### src/verilog/ssarc_pkg.sv
// Constants shared by the supervisory control block.
// Assumes a 10 MHz system clock.
package ssarc_pkg;

  // ************************************************
  // Timing
  // ************************************************
  localparam int unsigned CLK_HZ = 10_000_000;
  localparam int unsigned RIDE_MS = 15;
  localparam int unsigned RIDE_CYC = RIDE_MS * (CLK_HZ / 1000);
  localparam int unsigned REFILL_S = 30;
  localparam longint unsigned REFILL_CYC = longint'(REFILL_S) * CLK_HZ;
  localparam int unsigned TENTH_S_MS = 100;
  localparam int unsigned TENTH_CYC = TENTH_S_MS * (CLK_HZ / 1000);

  // ************************************************
  // Parameter fields and defaults
  // ************************************************
  localparam int unsigned SRCH_BIT_PWRON = 3;
  localparam int unsigned SRCH_BIT_IPF = 2;
  localparam int unsigned SRCH_BIT_RESET = 1;
  localparam int unsigned SRCH_BIT_ACCEL = 0;
  localparam logic [3:0] SRCH_EN_RST = 4'h0;
  localparam logic [7:0] SRCH_LIM_MIN = 8'h50;
  localparam logic [7:0] SRCH_LIM_MAX = 8'hC8;
  localparam logic [7:0] SRCH_LIM_RST = 8'h64;
  localparam logic [4:0] RELAY_SRCH_CODE = 5'h0F;
  localparam logic [4:0] RELAY_FN_RST = 5'h11;
  localparam logic [3:0] TRY_MAX = 4'hA;
  localparam logic [3:0] TRY_RST = 4'h0;
  localparam logic [9:0] DELAY_MAX = 10'h258;
  localparam logic [9:0] DELAY_RST = 10'h00A;
  localparam logic [3:0] CARRIER_RST = 4'h3;
  localparam logic [15:0] PASSWORD_RST = 16'h0000;

  // ************************************************
  // Initialise codes
  // ************************************************
  localparam logic [1:0] INIT_NONE = 2'h0;
  localparam logic [1:0] INIT_ALL = 2'h1;
  localparam logic [1:0] INIT_DRIVE = 2'h2;
  localparam logic [1:0] INIT_PROG = 2'h3;

  typedef enum logic [2:0] {
    SSARC_RUN,
    SSARC_HOLD,
    SSARC_TRIPPED,
    SSARC_DELAY,
    SSARC_SEARCH
  } ssarc_state_e;

endpackage

### src/verilog/ssarc_ctrl.sv
// Speed search, ride-through, auto-restart, carrier and lock supervisor.
// Assumes synchronous inputs, one clock, current sensed outside as a percentage.
// Contract
// - Search enable bits: 3 power-on, 2 power-failure restart, 1 fault reset, 0 accel.
// - Search current limit is 80..200 percent of rated current, default 100.
// - Relay function 15 drives relay while speed search is active.
// - Power loss raises undervoltage trip and holds output.
// - On power return resume pre-trip frequency and ramp voltage up.
// - Above limit, stop raising voltage and lower frequency.
// - Below limit, resume raising voltage and stop lowering frequency.
// - Once recovered, end search and continue accelerating from pre-trip frequency.
// - Ride through power loss up to 15 ms without tripping.
// - After trip with run and count nonzero, restart after delay 0..60 s.
// - Each restart decrements remaining count; exhausted count disables restart.
// - Terminal or stop-key reset reloads remaining count from configured tries.
// - Thirty seconds without trip after restart refills remaining count.
// - No auto restart after undervoltage, emergency stop, overheat or hardware trip.
// - Restart after delay accelerates through speed search.
// - Carrier code 0..15, default 3, higher code higher carrier.
// - Heat-sink overheat reduces the carrier frequency.
// - Init code 1 all groups, 2 drive, 3 program, 0 nothing.
// - Enter key confirms init, performs it, returns display to parameter code.
// - Password is a 16-bit value, default 0, used for lock and unlock.
// - Matching password toggles lock; mismatch keeps state; locked blocks writes.
`timescale 1ns/1ns
module ssarc_ctrl #(
  parameter int unsigned RIDE_CYCLES = ssarc_pkg::RIDE_CYC,
  parameter longint unsigned REFILL_CYCLES = ssarc_pkg::REFILL_CYC,
  parameter int unsigned TENTH_CYCLES = ssarc_pkg::TENTH_CYC,
  parameter int unsigned FREQ_W = 16
) (
  // Clock and reset
  input wire logic clk_sys,
  input wire logic reset,
  input wire logic clk_en,
  // Drive status
  input wire logic run_cmd,
  input wire logic power_ok,
  input wire logic protect_trip,
  input wire logic emergency_stop_trip,
  input wire logic heatsink_overheat,
  input wire logic hardware_fault_trip,
  input wire logic fault_reset,
  input wire logic power_on_start,
  input wire logic accel_active,
  input wire logic [FREQ_W-1:0] out_freq,
  input wire logic [7:0] current_pct,
  input wire logic volt_nominal,
  // Keypad
  input wire logic param_wr,
  input wire logic [2:0] param_sel,
  input wire logic [15:0] param_data,
  input wire logic [1:0] init_group_select,
  input wire logic keypad_enter_key,
  input wire logic lock_request,
  input wire logic [15:0] lock_password,
  // Drive commands
  output logic undervoltage_trip,
  output logic output_hold,
  output logic search_active,
  output logic volt_raise,
  output logic freq_lower,
  output logic [FREQ_W-1:0] resume_freq,
  output logic relay_contact_output,
  output logic [3:0] carrier_eff,
  output logic [3:0] restart_remaining,
  output logic restart_disabled,
  output logic init_all_pulse,
  output logic init_drive_pulse,
  output logic init_prog_pulse,
  output logic show_param_code,
  output logic param_locked
);

  // ************************************************
  // Parameters
  // ************************************************
  logic [3:0] srch_en;
  logic [7:0] srch_lim;
  logic [4:0] relay_fn;
  logic [3:0] tries;
  logic [9:0] delay_tenths;
  logic [3:0] carrier;
  logic [15:0] password;
  logic init_drive_s;
  logic init_prog_s;

  assign init_drive_s = init_all_pulse | init_drive_pulse;
  assign init_prog_s = init_all_pulse | init_prog_pulse;

  ssarc_param_store u_store (
    .clk_sys(clk_sys),
    .reset(reset),
    .clk_en(clk_en),
    .wr_en(param_wr & ~param_locked),
    .wr_sel(param_sel),
    .wr_data(param_data),
    .init_drive(init_drive_s),
    .init_prog(init_prog_s),
    .search_enable_bits(srch_en),
    .search_current_limit(srch_lim),
    .relay_function_select(relay_fn),
    .restart_try_count(tries),
    .restart_delay(delay_tenths),
    .carrier_select(carrier),
    .password_store(password)
  );

  // ************************************************
  // Ride-through and trips
  // ************************************************
  ssarc_pkg::ssarc_state_e state_q;
  logic [31:0] ride_q;
  logic ride_expired;
  logic blocking_trip;
  logic any_trip;
  logic over_limit;

  assign ride_expired = ride_q >= RIDE_CYCLES;
  assign blocking_trip = emergency_stop_trip | heatsink_overheat | hardware_fault_trip;
  assign over_limit = current_pct > srch_lim;

  // Power loss counted; only a loss longer than the ride-through trips
  always_ff @(posedge clk_sys or posedge reset)
  begin
    if (reset)
      ride_q <= '0;
    else if (clk_en)
    begin
      if (power_ok)
        ride_q <= '0;
      else if (!ride_expired)
        ride_q <= ride_q + 32'd1;
    end
  end

  assign any_trip = (!power_ok && ride_expired && !undervoltage_trip) | protect_trip | blocking_trip;

  // ************************************************
  // Timers
  // ************************************************
  logic delay_start;
  logic delay_busy;
  logic delay_done;
  logic refill_start;
  logic refill_done;
  logic refill_busy;
  logic [31:0] tenth_q;
  logic [9:0] tenths_q;
  logic tenth_tick;

  assign tenth_tick = tenth_q >= TENTH_CYCLES - 1;

  always_ff @(posedge clk_sys or posedge reset)
  begin
    if (reset)
    begin
      tenth_q <= '0;
      tenths_q <= '0;
    end
    else if (clk_en)
    begin
      if (delay_start || state_q != ssarc_pkg::SSARC_DELAY)
      begin
        tenth_q <= '0;
        tenths_q <= '0;
      end
      else if (tenth_tick)
      begin
        tenth_q <= '0;
        tenths_q <= tenths_q + 10'd1;
      end
      else
        tenth_q <= tenth_q + 32'd1;
    end
  end

  assign delay_busy = state_q == ssarc_pkg::SSARC_DELAY;
  assign delay_done = delay_busy && tenths_q >= delay_tenths;

  ssarc_timer #(.WIDTH(64)) u_refill (
    .clk_sys(clk_sys),
    .reset(reset),
    .clk_en(clk_en),
    .start(refill_start),
    .stop(any_trip),
    .load_val(REFILL_CYCLES),
    .busy(refill_busy),
    .done(refill_done)
  );

  // ************************************************
  // Sequence
  // ************************************************
  logic search_req;
  assign search_req = (power_on_start && srch_en[ssarc_pkg::SRCH_BIT_PWRON])
    || (fault_reset && srch_en[ssarc_pkg::SRCH_BIT_RESET])
    || (accel_active && srch_en[ssarc_pkg::SRCH_BIT_ACCEL]);

  assign delay_start = state_q == ssarc_pkg::SSARC_TRIPPED && run_cmd
    && !restart_disabled && restart_remaining != 4'h0;

  always_ff @(posedge clk_sys or posedge reset)
  begin
    if (reset)
    begin
      state_q <= ssarc_pkg::SSARC_RUN;
      undervoltage_trip <= 1'b0;
      output_hold <= 1'b0;
      resume_freq <= '0;
      refill_start <= 1'b0;
    end
    else if (clk_en)
    begin
      refill_start <= 1'b0;
      case (state_q)
        ssarc_pkg::SSARC_RUN:
        begin
          if (!power_ok && ride_expired)
          begin
            state_q <= ssarc_pkg::SSARC_HOLD;
            undervoltage_trip <= 1'b1;
            output_hold <= 1'b1;
            resume_freq <= out_freq;
          end
          else if (protect_trip || blocking_trip)
          begin
            state_q <= ssarc_pkg::SSARC_TRIPPED;
            output_hold <= 1'b1;
            resume_freq <= out_freq;
          end
          else if (search_req)
            state_q <= ssarc_pkg::SSARC_SEARCH;
        end
        ssarc_pkg::SSARC_HOLD:
        begin
          if (power_ok)
          begin
            undervoltage_trip <= 1'b0;
            output_hold <= 1'b0;
            state_q <= srch_en[ssarc_pkg::SRCH_BIT_IPF] ? ssarc_pkg::SSARC_SEARCH
                                                        : ssarc_pkg::SSARC_RUN;
          end
        end
        ssarc_pkg::SSARC_TRIPPED:
        begin
          if (fault_reset)
          begin
            output_hold <= 1'b0;
            state_q <= srch_en[ssarc_pkg::SRCH_BIT_RESET] ? ssarc_pkg::SSARC_SEARCH
                                                          : ssarc_pkg::SSARC_RUN;
          end
          else if (delay_start)
            state_q <= ssarc_pkg::SSARC_DELAY;
        end
        ssarc_pkg::SSARC_DELAY:
        begin
          if (any_trip || !run_cmd)
            state_q <= ssarc_pkg::SSARC_TRIPPED;
          else if (delay_done)
          begin
            output_hold <= 1'b0;
            refill_start <= 1'b1;
            state_q <= ssarc_pkg::SSARC_SEARCH;
          end
        end
        ssarc_pkg::SSARC_SEARCH:
        begin
          if (!power_ok && ride_expired)
          begin
            state_q <= ssarc_pkg::SSARC_HOLD;
            undervoltage_trip <= 1'b1;
            output_hold <= 1'b1;
          end
          else if (protect_trip || blocking_trip)
          begin
            state_q <= ssarc_pkg::SSARC_TRIPPED;
            output_hold <= 1'b1;
          end
          else if (volt_nominal && !over_limit && out_freq >= resume_freq)
            state_q <= ssarc_pkg::SSARC_RUN;
        end
        default: state_q <= ssarc_pkg::SSARC_RUN;
      endcase
    end
  end

  // Search loop commands
  always_ff @(posedge clk_sys or posedge reset)
  begin
    if (reset)
    begin
      search_active <= 1'b0;
      volt_raise <= 1'b0;
      freq_lower <= 1'b0;
      relay_contact_output <= 1'b0;
    end
    else if (clk_en)
    begin
      search_active <= state_q == ssarc_pkg::SSARC_SEARCH;
      volt_raise <= state_q == ssarc_pkg::SSARC_SEARCH && !over_limit && !volt_nominal;
      freq_lower <= state_q == ssarc_pkg::SSARC_SEARCH && over_limit;
      relay_contact_output <= state_q == ssarc_pkg::SSARC_SEARCH
        && relay_fn == ssarc_pkg::RELAY_SRCH_CODE;
    end
  end

  // ************************************************
  // Restart count
  // ************************************************
  always_ff @(posedge clk_sys or posedge reset)
  begin
    if (reset)
    begin
      restart_remaining <= ssarc_pkg::TRY_RST;
      restart_disabled <= 1'b0;
    end
    else if (clk_en)
    begin
      if (fault_reset)
      begin
        restart_remaining <= tries;
        restart_disabled <= 1'b0;
      end
      else if (any_trip && (blocking_trip || (!power_ok && ride_expired)))
        restart_disabled <= 1'b1;
      else if (delay_done && state_q == ssarc_pkg::SSARC_DELAY && !any_trip && run_cmd)
        restart_remaining <= restart_remaining - 4'h1;
      else if (refill_done && !any_trip)
        restart_remaining <= tries;
      else if (state_q == ssarc_pkg::SSARC_TRIPPED && restart_remaining == 4'h0)
        restart_disabled <= 1'b1;
    end
  end

  // ************************************************
  // Carrier, initialise and lock
  // ************************************************
  always_ff @(posedge clk_sys or posedge reset)
  begin
    if (reset)
      carrier_eff <= ssarc_pkg::CARRIER_RST;
    else if (clk_en)
      carrier_eff <= (heatsink_overheat && carrier != 4'h0) ? carrier - 4'h1 : carrier;
  end

  always_ff @(posedge clk_sys or posedge reset)
  begin
    if (reset)
    begin
      init_all_pulse <= 1'b0;
      init_drive_pulse <= 1'b0;
      init_prog_pulse <= 1'b0;
      show_param_code <= 1'b0;
    end
    else if (clk_en)
    begin
      // Blocked while locked so an init cannot bypass the lock
      init_all_pulse <= keypad_enter_key && !param_locked
        && init_group_select == ssarc_pkg::INIT_ALL;
      init_drive_pulse <= keypad_enter_key && !param_locked
        && init_group_select == ssarc_pkg::INIT_DRIVE;
      init_prog_pulse <= keypad_enter_key && !param_locked
        && init_group_select == ssarc_pkg::INIT_PROG;
      show_param_code <= keypad_enter_key;
    end
  end

  always_ff @(posedge clk_sys or posedge reset)
  begin
    if (reset)
      param_locked <= 1'b0;
    else if (clk_en && lock_request && lock_password == password)
      param_locked <= ~param_locked;
  end

endmodule

### src/verilog/ssarc_param_store.sv
// Parameter store for the keypad-set settings of the supervisory block.
// Assumes writes arrive as single-cycle strobes already validated.
`timescale 1ns/1ns
module ssarc_param_store (
  // Clock and reset
  input wire logic clk_sys,
  input wire logic reset,
  input wire logic clk_en,
  // Write port
  input wire logic wr_en,
  input wire logic [2:0] wr_sel,
  input wire logic [15:0] wr_data,
  // Group initialise
  input wire logic init_drive,
  input wire logic init_prog,
  // Registered read data
  output logic [3:0] search_enable_bits,
  output logic [7:0] search_current_limit,
  output logic [4:0] relay_function_select,
  output logic [3:0] restart_try_count,
  output logic [9:0] restart_delay,
  output logic [3:0] carrier_select,
  output logic [15:0] password_store
);

  // Field selectors on the write port
  localparam logic [2:0] SEL_SRCH = 3'h0;
  localparam logic [2:0] SEL_LIM = 3'h1;
  localparam logic [2:0] SEL_RELAY = 3'h2;
  localparam logic [2:0] SEL_TRY = 3'h3;
  localparam logic [2:0] SEL_DELAY = 3'h4;
  localparam logic [2:0] SEL_CARR = 3'h5;
  localparam logic [2:0] SEL_PASS = 3'h6;

  // Program group; password survives init
  always_ff @(posedge clk_sys or posedge reset)
  begin
    if (reset)
    begin
      search_enable_bits <= ssarc_pkg::SRCH_EN_RST;
      search_current_limit <= ssarc_pkg::SRCH_LIM_RST;
      relay_function_select <= ssarc_pkg::RELAY_FN_RST;
      restart_try_count <= ssarc_pkg::TRY_RST;
      restart_delay <= ssarc_pkg::DELAY_RST;
      carrier_select <= ssarc_pkg::CARRIER_RST;
      password_store <= ssarc_pkg::PASSWORD_RST;
    end
    else if (clk_en)
    begin
      if (init_prog)
      begin
        search_enable_bits <= ssarc_pkg::SRCH_EN_RST;
        search_current_limit <= ssarc_pkg::SRCH_LIM_RST;
        relay_function_select <= ssarc_pkg::RELAY_FN_RST;
        restart_try_count <= ssarc_pkg::TRY_RST;
        restart_delay <= ssarc_pkg::DELAY_RST;
        carrier_select <= ssarc_pkg::CARRIER_RST;
      end
      else if (wr_en)
      begin
        case (wr_sel)
          SEL_SRCH: search_enable_bits <= wr_data[3:0];
          SEL_LIM:
          begin
            if (wr_data[7:0] >= ssarc_pkg::SRCH_LIM_MIN && wr_data[7:0] <= ssarc_pkg::SRCH_LIM_MAX)
              search_current_limit <= wr_data[7:0];
          end
          SEL_RELAY: relay_function_select <= wr_data[4:0];
          SEL_TRY:
          begin
            if (wr_data[3:0] <= ssarc_pkg::TRY_MAX)
              restart_try_count <= wr_data[3:0];
          end
          SEL_DELAY:
          begin
            if (wr_data[9:0] <= ssarc_pkg::DELAY_MAX)
              restart_delay <= wr_data[9:0];
          end
          SEL_CARR: carrier_select <= wr_data[3:0];
          SEL_PASS: password_store <= wr_data;
          default: ;
        endcase
      end
    end
  end

endmodule

### src/verilog/ssarc_timer.sv
// Down-counting one-shot timer with a done pulse.
// Assumes start and stop are synchronous single-cycle strobes.
`timescale 1ns/1ns
module ssarc_timer #(
  parameter int unsigned WIDTH = 32
) (
  // Clock and reset
  input wire logic clk_sys,
  input wire logic reset,
  input wire logic clk_en,
  // Control
  input wire logic start,
  input wire logic stop,
  input wire logic [WIDTH-1:0] load_val,
  // Status
  output logic busy,
  output logic done
);

  logic [WIDTH-1:0] cnt_q;

  always_ff @(posedge clk_sys or posedge reset)
  begin
    if (reset)
    begin
      cnt_q <= '0;
      busy <= 1'b0;
      done <= 1'b0;
    end
    else if (clk_en)
    begin
      done <= 1'b0;
      if (start)
      begin
        cnt_q <= load_val;
        busy <= 1'b1;
      end
      else if (stop)
        busy <= 1'b0;
      else if (busy)
      begin
        if (cnt_q <= WIDTH'(1))
        begin
          busy <= 1'b0;
          done <= 1'b1;
        end
        else
          cnt_q <= cnt_q - WIDTH'(1);
      end
    end
  end

endmodule
### config.mk
export PLATFORM = sky130hd
export DESIGN_NAME = ssarc_ctrl
export DESIGN_NICKNAME = d
export VERILOG_FILES = /design/src/verilog/ssarc_pkg.sv /design/src/verilog/ssarc_ctrl.sv /design/src/verilog/ssarc_param_store.sv /design/src/verilog/ssarc_timer.sv
export SDC_FILE = /design/constraint.sdc
export NUM_CORES = 1
export LEC_CHECK = 0
export CAP_MARGIN = 25
export CORE_MARGIN = 8
export CORE_UTILIZATION = 40
export DETAILED_ROUTE_END_ITERATION = 8
export DONT_BUFFER_PORTS = 1
export REMOVE_ABC_BUFFERS = 1
export SLEW_MARGIN = 30
export SYNTH_ARGS = -nofsm -noshare
export SYNTH_HDL_FRONTEND = slang
export SYNTH_SLANG_ARGS = --single-unit
### constraint.sdc
create_clock -name clk_sys -period 18.5 [get_ports clk_sys]
set_input_delay 3.7 -clock clk_sys [delete_from_list [all_inputs] [get_ports clk_sys]]
set_output_delay 3.7 -clock clk_sys [all_outputs]
set_load 0.005 [all_outputs]
==> impl_metrics.env, run 1 <==
export IMPL_p_int_uw=976
export IMPL_io_pin_count=113
export IMPL_initialDrtViolationCount=605
export IMPL_outcome="finished clean"
export IMPL_path_class="input pin to register"
export IMPL_hold_violations=0
export IMPL_hold_slack_ps=487
export IMPL_setup_tns_ps=0
export IMPL_overflow=0
export IMPL_peakVddDrop_uv=80.7
export IMPL_p_sw_frac=0.289
export IMPL_post_dp_cell_area_mm2=0.0129
export IMPL_dpl_worst_slack_ps=11900
export IMPL_comb_power_share=0.172
export IMPL_cp_start_kind="input pin"
export IMPL_diodes=0
export IMPL_layout_drive_gt1_share=0.0992
export IMPL_synthCells=1296
export IMPL_ys_seq_area_frac=0.462
export IMPL_gp_congestion=0.837
export IMPL_fill_cells=3021
export IMPL_grtUsageTotal=0.167
export IMPL_syn_to_final_growth_pct=9.28
export IMPL_regArea_mm2=0.00579
export IMPL_synth_top_flop_cell="dfrtp_1"
export IMPL_cts_tree="done"
export IMPL_ant_nets=0
export IMPL_start_util=0.401
export IMPL_die_x_um=193
export IMPL_min_path_type="register to register"
export IMPL_final_common_cell="dfrtp_1"
export IMPL_die_y_um=193
export IMPL_grt_pass1_wl_um=50900
export IMPL_synth_avg_cell_area_um2=9.67
export IMPL_synth_edff_count=0
export IMPL_first_pass_iters=5
export IMPL_path_clk_slew_ps=60
export IMPL_p_leak_uw=0.00610
export IMPL_rrSetupSlack_ps=14370
export IMPL_synth_distinct_cells=75
export IMPL_final_cell_mix="dfrtp_1 (220), nor2_1 (107), nand2_1 (78), a21oi_1 (75), inv_1 (67)"
export IMPL_layout_min_cycle_time_ps=6100
export IMPL_root_buffer="clkbuf_16"
export IMPL_post_route_period_util=0.330
export IMPL_cap_violations=0
export IMPL_synthesis_area_mm2=0.0125
export IMPL_dieArea_mm2=0.0373
export IMPL_fin_area_mm2=0.0137
export IMPL_hold_buffers=0
export IMPL_power_frac_clock=0.358
export IMPL_ys_async_sr_fraction=1.00
export IMPL_wire_per_inst_um=18.2
export IMPL_antenna_found_initial=1
export IMPL_final_util=0.439
export IMPL_rsz0062_at_grt="false"
export IMPL_drc=0
export IMPL_yosysWarnings=0
export IMPL_end_kind="register"
export IMPL_setup_viol=0
export IMPL_setup_ws_ps=12400
export IMPL_multi_input_area_mm2=0.00626
export IMPL_path_max_fanout=67
export IMPL_crit_arrival_ps=6540
export IMPL_nets=1402
export IMPL_tightestPinTransition_ps=891
export IMPL_post_dp_hpwl_um=21400
export IMPL_cts_buffer_depth=3
export IMPL_via_per_inst=5.74
export IMPL_cts_buffers=27
export IMPL_clkLatencyLatePin_ps=530
export IMPL_max_freq_ghz=0.164
export IMPL_p_seq_frac=0.470
export IMPL_post_cts_repair_setup_buffers=0
export IMPL_crit_required_ps=18940
export IMPL_synth_seq_cells=231
export IMPL_grt_pass1_vias=9836
export IMPL_switching_power_uw=396
export IMPL_finalMaxSlewViolations=0
export IMPL_power_density_mw_per_mm2=100
export IMPL_wl_um=31000
export IMPL_max_slew_margin=0.406
export IMPL_ctsResizeCount=0
export IMPL_skew_ps=9.72
export IMPL_vias=9770
export IMPL_row_count=65
export IMPL_port_buffers=0
export IMPL_clock_sinks=231
export IMPL_htreeDepth=1
export IMPL_grt_max_degree=99
export IMPL_core_area_mm2=0.0312
-- flip-flops by register name, indices dropped and copies added (netlist names), 3 cells and up --
register,count
state_q,3
u_store.search_enable_bits,4
resume_freq,16
u_refill.cnt_q,64
ride_q,32
carrier_eff,4
u_store.carrier_select,4
u_store.password_store,16
u_store.restart_delay,10
restart_remaining,4
u_store.relay_function_select,5
u_store.restart_try_count,4
tenths_q,10
tenth_q,32
u_store.search_current_limit,8
-- area by class of cell --
type                    count  share of cell area
multi-input cells         945               0.457
flip-flops and latches    231               0.423
clock buffers              43              0.0574
well taps                 402              0.0367
inverters                  69              0.0195
repair buffers              9             0.00521
clock inverters             4             0.00146
-- worst max-delay path, stage by stage --
cell and delay [ps]:
nor3_1 310, nand2b_1 150, a21oi_1 350, and3_1 810, a31oi_4 140, buf_4 330, or4_1 540, a21oi_1 160
-- power by group through the flow --
stage,registers (uW),clock network [uW],logic [uW]
finish,645,491,236
detailed placement,654,0,239
global route,656,527,269
global placement,653,0,231
CTS,646,508,241
floorplan,629,0,185
-- cells in the mapped netlist, types with 14 or more instances --
| library cell | number | area share |
|---|---|---|
| nor2_1 | 108 | 0.032 |
| dfrtp_1 | 220 | 0.44 |
| or3_1 | 43 | 0.021 |
| nor3_1 | 36 | 0.014 |
| a21oi_1 | 75 | 0.030 |
| inv_1 | 68 | 0.020 |
| mux2_2 | 55 | 0.049 |
| or4_1 | 22 | 0.013 |
| and3_1 | 16 | 0.0080 |
| nand4_1 | 42 | 0.021 |
| a22o_1 | 14 | 0.0098 |
| and2_1 | 23 | 0.011 |
| nand2_1 | 78 | 0.023 |
| nand3_1 | 55 | 0.022 |
| nor4_1 | 33 | 0.016 |
| ha_1 | 42 | 0.042 |
| xnor2_1 | 31 | 0.022 |
| xor2_1 | 38 | 0.027 |
| o31ai_1 | 17 | 0.010 |
| o21ai_0 | 59 | 0.024 |
| clkbuf_1 | 39 | 0.012 |
-- metrics by stage --
| step | total power, uW | std cells |
|---|---|---|
| finish | 1370 | 1703 |
| detailed placement | 893 | 1656 |
| CTS | 1390 | 1703 |
| global route | 1450 | 1703 |
| global placement | 884 | 1656 |
| floorplan | 814 | 1245 |
-- layer usage --
metal,vias to the layer above,wire (um),part of all wire,GRT usage
li1,4704,-,-,-
met1,4815,13500,0.44,0.210
met2,210,14700,0.48,0.284
met3,41,1990,0.064,0.0376
met4,0,691,0.022,0.0453
met5,-,0,0,0
-- worst paths after layout --
path,startpoint,end,cells after the start
max,heatsink_overheat,u_refill.cnt_q[12],8
min,u_refill.busy,u_refill.busy,1
max reg2reg,u_refill.cnt_q[8],u_refill.cnt_q[6],8
min reg2reg,u_refill.busy,u_refill.busy,1
max in group asynchronous,reset,show_param_code,2
min in group asynchronous,reset,resume_freq[2],1
-- logic make-up (layout without fill, tap and decap cells) --
kind of cell | Yosys count | count (layout) | share of synthesized area
AO/OA/AOI/OAI | 260 | 260 | 0.136
XOR/XNOR | 69 | 69 | 0.0482
adder cells (fa/ha/maj) | 42 | 42 | 0.0419
buffers and inverters | 120 | 125 | 0.0387
flip-flops | 231 | 231 | 0.462
multiplexers | 64 | 64 | 0.0566
AND/OR/NAND/NOR | 510 | 510 | 0.216
Note: power is estimated with default switching activity, not from simulation.
==> run 2: changes to the inputs <==
==> constraint.sdc (replaced) <==
create_clock -name clk_sys -period 5.5 [get_ports clk_sys]
set_input_delay 1.1 -clock clk_sys [delete_from_list [all_inputs] [get_ports clk_sys]]
set_output_delay 1.1 -clock clk_sys [all_outputs]
set_load 0.005 [all_outputs]
==> run 2 against run 1 <==
Combinational power rose to 3.3 times the previous value; global-route usage is 0.066 points higher; worst hold slack worse by 18 ps; flip-flop and latch count stayed put; sequential share of layout area is 0.59 points lower; critical path type is now register to register; cell count up 0.53%; highest routed layer unchanged; first-iteration DRC count down 11%; register-to-register slack worse by 13000 ps; cell area up 1.4%; clock power increased to 3.9 times the previous value; clock skew grew 8.2 ps.
==> impl_metrics.env, run 2 (synthesized netlist as in run 1, its figures left out) <==
export IMPL_outcome="finished clean"
export IMPL_tightestPinTransition_ps=910
export IMPL_cts_tree="done"
export IMPL_cp_start_kind="register"
export IMPL_totalPowerFinal_uw=4890
export IMPL_finalMaxSlewViolations=0
export IMPL_ant_nets=0
export IMPL_initialDrtViolationCount=540
export IMPL_grt_pass1_wl_um=51000
export IMPL_htreeDepth=1
export IMPL_port_buffers=0
export IMPL_path_max_fanout=45
export IMPL_syn_to_final_growth_pct=10.8
export IMPL_gp_congestion=0.807
export IMPL_end_kind="register"
export IMPL_clkLatencyLatePin_ps=550
export IMPL_post_cts_repair_setup_buffers=0
export IMPL_cts_buffers=28
export IMPL_power_density_mw_per_mm2=352
export IMPL_p_seq_frac=0.444
export IMPL_r2r_start="u_refill.cnt_q[8]"
export IMPL_crit_arrival_ps=4740
export IMPL_comb_power_share=0.161
export IMPL_drc=0
export IMPL_rsz0062_at_grt="false"
export IMPL_largest_reg_flops=64
export IMPL_max_freq_ghz=0.233
export IMPL_setup_viol=0
export IMPL_first_pass_iters=5
export IMPL_regToRegEndpoint="u_refill.cnt_q[58]"
export IMPL_nets=1406
export IMPL_grt_pass1_vias=9772
export IMPL_endpoint="u_refill.cnt_q[58]"
export IMPL_final_cell_mix="dfrtp_1 (220), nor2_1 (107), nand2_1 (78), a21oi_1 (75), inv_1 (67)"
export IMPL_hold_depth=1
export IMPL_antenna_found_initial=1
export IMPL_hold_violations=0
export IMPL_crit_required_ps=5950
export IMPL_cap_violations=0
export IMPL_die_x_um=193
export IMPL_grt_max_degree=112
export IMPL_crit_top_cell="or4_4"
export IMPL_peakVddDrop_uv=239
export IMPL_io_pin_count=113
export IMPL_via_per_inst=5.68
export IMPL_path_class="register to register"
export IMPL_max_slew_margin=0.387
export IMPL_cts_buffer_depth=3
export IMPL_ctsResizeCount=0
export IMPL_worstSetupStartpoint="u_refill.cnt_q[8]"
export IMPL_p_sw_frac=0.282
export IMPL_post_dp_cell_area_mm2=0.0129
export IMPL_post_dp_hpwl_um=21200
export IMPL_power_frac_clock=0.395
export IMPL_p_int_uw=3510
export IMPL_final_common_cell="dfrtp_1"
export IMPL_reg2reg_depth=8
export IMPL_skew_ps=17.9
export IMPL_vias=9727
export IMPL_layout_drive_gt1_share=0.108
export IMPL_path_clk_slew_ps=60
export IMPL_overflow=0
export IMPL_root_buffer="clkbuf_16"
export IMPL_switching_power_uw=1380
export IMPL_dieArea_mm2=0.0373
export IMPL_regMostFlops="u_refill.cnt_q"
export IMPL_clock_sinks=231
export IMPL_min_path_type="register to register"
export IMPL_post_route_period_util=0.780
export IMPL_start_util=0.401
export IMPL_grtUsageTotal=0.167
export IMPL_layout_min_cycle_time_ps=4290
export IMPL_rrSetupSlack_ps=1210
export IMPL_cp_cell_sequence="or4_4 > or4_1 > or4_4 > or4_4 > a31oi_4 > buf_4 > o21ai_0 > a21oi_1"
export IMPL_die_y_um=193
export IMPL_core_area_mm2=0.0312
export IMPL_max_stage_delay_ps=660
export IMPL_largestRegisters="u_refill.cnt_q (64), ride_q (32), tenth_q (32)"
export IMPL_wire_per_inst_um=18.0
export IMPL_p_leak_uw=0.00620
export IMPL_row_count=65
export IMPL_fin_area_mm2=0.0139
export IMPL_hold_slack_ps=469
export IMPL_slowest_stage="or4_4"
export IMPL_wl_um=30800
export IMPL_hold_buffers=0
export IMPL_final_util=0.445
==> run 2: changes by cell type in the layout (fill, tap and decap cells not counted), sizes merged <==
cell | previous run | this run
buf | 9 | 12
clkinvlp | 0 | 1
clkbuf | 43 | 41
diode | 0 | 1
bufinv | 0 | 4
clkinv | 5 | 7
==> run 2: final cells by class <==
class / count / area [um2]
inverters: 69 / 267
well taps: 402 / 503
clock buffers: 41 / 800
fillers: 3044 / 17300
multi-input cells: 945 / 6260
clock inverters: 11 / 173
diodes: 1 / 2.50
flip-flops and latches: 231 / 5790
repair buffers: 12 / 90.1
==> run 2: how the worst min path moves through the flow <==
stage                  start            end  slack [ps]
2_1_floorplan  u_refill.busy  u_refill.busy         450
3_3_place_gp   u_refill.busy  u_refill.busy         460
3_5_place_dp   u_refill.busy  u_refill.busy         460
4_1_cts        u_refill.busy  u_refill.busy         470
5_1_grt        u_refill.busy  u_refill.busy         490
6_report       u_refill.busy  u_refill.busy         470
==> run 2: per-stage QoR <==
step / instances / worst slack, ps / setup TNS [ps]
3_5_place_dp: 1659 / 1240 / 0
6_report: 1712 / 1210 / 0
2_1_floorplan: 1245 / -1910 / -422680
5_1_grt: 1712 / 957 / 0
4_1_cts: 1711 / 1210 / 0
3_3_place_gp: 1659 / 1290 / 0
==> run 2: critical path: cells and delay by family, from the launching register on <==
| family | cells | cell delay, ps |
|---|---|---|
| AOI/OAI and AO/OA | 3 | 870 |
| buffers and inverters | 1 | 470 |
| DFF | 1 | 410 |
| and+or+nand+nor | 4 | 2440 |
==> run 2: metal layers <==
metal	wire length, um	track usage	vias up
met4	788	0.0464	0
met5	0	0	-
met1	13600	0.220	4756
met3	2210	0.0408	52
met2	14200	0.271	223
li1	-	-	4696
==> run 2: power groups by stage <==
stage               Combinational (uW)  Clock (uW)  Sequential, uW
floorplan                          623           0            2110
global placement                   777           0            2200
detailed placement                 803           0            2200
CTS                                808        1980            2180
global route                       913        2050            2210
finish                             788        1930            2170
==> run 3: changes to the inputs <==
==> constraint.sdc (replaced) <==
create_clock -name clk_sys -period 4.48 [get_ports clk_sys]
set_input_delay 0.896 -clock clk_sys [delete_from_list [all_inputs] [get_ports clk_sys]]
set_output_delay 0.896 -clock clk_sys [all_outputs]
set_load 0.005 [all_outputs]
==> run 3 against run 2 <==
Global-route usage down 0.080 points; via count about the same; flip-flop and latch count unchanged.
==> impl_metrics.env, run 3 (synthesized netlist as in run 1, its figures left out) <==
export IMPL_syn_to_final_growth_pct=10.8
export IMPL_fin_area_mm2=0.0139
export IMPL_largest_reg_flops=64
export IMPL_cts_tree="done"
export IMPL_setup_viol=0
export IMPL_layout_min_cycle_time_ps=3920
export IMPL_crit_top_cell="or4_4"
export IMPL_via_per_inst=5.66
export IMPL_min_path_type="input pin to asynchronous set/reset pin"
export IMPL_first_pass_iters=5
export IMPL_path_class="register to register"
export IMPL_finalMaxSlewViolations=0
export IMPL_crit_arrival_ps=4320
export IMPL_skew_ps=14.4
export IMPL_wl_um=30800
export IMPL_crit_required_ps=4880
export IMPL_post_place_cells=1664
export IMPL_antenna_found_initial=1
export IMPL_cts_buffers=28
export IMPL_ctsResizeCount=0
export IMPL_cts_buffer_depth=3
export IMPL_dieArea_mm2=0.0373
export IMPL_power_density_mw_per_mm2=421
export IMPL_final_cell_mix="dfrtp_1 (220), nor2_1 (107), nand2_1 (78), a21oi_1 (75), inv_1 (67)"
export IMPL_cp_start_kind="register"
export IMPL_finalNonFillerCells=1717
export IMPL_port_buffers=0
export IMPL_htreeDepth=1
export IMPL_totalPowerFinal_uw=5850
export IMPL_overflow=0
export IMPL_rsz0062_at_grt="false"
export IMPL_layout_drive_gt1_share=0.109
export IMPL_fill_cells=3020
export IMPL_max_slew_margin=0.379
export IMPL_vias=9723
export IMPL_clock_sinks=231
export IMPL_hold_slack_ps=357
export IMPL_die_y_um=193
export IMPL_end_kind="register"
export IMPL_hold_violations=0
export IMPL_root_buffer="clkbuf_16"
export IMPL_grt_pass1_vias=9745
export IMPL_gp_congestion=0.813
export IMPL_core_area_mm2=0.0312
export IMPL_wire_per_inst_um=17.9
export IMPL_slowest_stage="or4_1"
export IMPL_nets=1411
export IMPL_post_dp_hpwl_um=21600
export IMPL_critPathTopFamily="simple AND/OR/NAND/NOR gates"
export IMPL_cp_cell_sequence="or4_4 > or4_1 > or4_4 > or4_4 > a31oi_4 > buf_4 > or4_1 > nand3_1"
export IMPL_final_common_cell="dfrtp_1"
export IMPL_p_leak_uw=0.00620
export IMPL_initialDrtViolationCount=526
export IMPL_tightestPinTransition_ps=931
export IMPL_largestRegisters="u_refill.cnt_q (64), ride_q (32), tenth_q (32)"
export IMPL_post_cts_repair_setup_buffers=0
export IMPL_final_util=0.445
export IMPL_grt_max_degree=121
export IMPL_cp_depth=8
export IMPL_grt_pass1_wl_um=50900
export IMPL_cap_violations=0
export IMPL_grtUsageTotal=0.166
export IMPL_post_route_period_util=0.875
export IMPL_worstSetupStartpoint="u_refill.cnt_q[8]"
export IMPL_ant_nets=0
export IMPL_row_count=65
export IMPL_reg2reg_depth=8
export IMPL_path_clk_slew_ps=60
export IMPL_max_freq_ghz=0.255
export IMPL_start_util=0.401
export IMPL_regMostFlops="u_refill.cnt_q"
export IMPL_outcome="finished clean"
export IMPL_r2r_start="u_refill.cnt_q[8]"
export IMPL_die_x_um=193
export IMPL_peakVddDrop_uv=349
export IMPL_path_max_fanout=22
export IMPL_clkLatencyLatePin_ps=540
export IMPL_hold_buffers=0
export IMPL_worst_path_buf_inv=1
export IMPL_max_stage_delay_ps=650
export IMPL_io_pin_count=113
export IMPL_drc=0
export IMPL_post_dp_cell_area_mm2=0.0130
## run 3: changes by cell type in the layout (fill, tap and decap cells not counted), sizes merged
cell	delta
clkinv	-3
inv	+1
clkbuf	+7
buf	+5
clkinvlp	-1
bufinv	-4
## run 3: worst paths after layout
check | slack [ps] | endpoint
worst max-delay path | 560 | u_refill.cnt_q[22]
worst min-delay path | 360 | resume_freq[10]
worst max register to register | 560 | u_refill.cnt_q[22]
worst min register to register | 480 | u_refill.busy
max in group asynchronous | 3090 | u_store.carrier_select[1]
min in group clk_sys | 440 | restart_disabled
## run 3: stage by stage
step	setup TNS (ps)	worst slack, ps
floorplan	-611180	-2730
global placement	0	635
detailed placement	0	598
CTS	0	583
global route	0	451
finish	0	558
## run 3: layout make-up
| cell class | count | area [um2] | share of cell area |
|---|---|---|---|
| Sequential cell | 231 | 5790 | 0.417 |
| Clock inverter | 4 | 26.3 | 0.00189 |
| Multi-Input combinational cell | 945 | 6260 | 0.450 |
| Antenna cell | 1 | 2.50 | 0.000180 |
| Tap cell | 402 | 503 | 0.0362 |
| Clock buffer | 48 | 887 | 0.0639 |
| Inverter | 69 | 267 | 0.0192 |
| Timing Repair Buffer | 17 | 153 | 0.0110 |
## run 3: where the power goes
part	total (uW)	switching (uW)	internal, uW
logic	963	495	468
registers	2670	291	2380
clock network	2220	886	1340
## run 3: layer usage
metal,up-vias,part of all wire,GRT usage,routed length (um)
li1,4717,-,-,-
met1,4776,0.45,0.214,13800
met2,195,0.47,0.276,14300
met3,35,0.064,0.0399,1970
met4,0,0.023,0.0467,693
met5,-,0,0,0
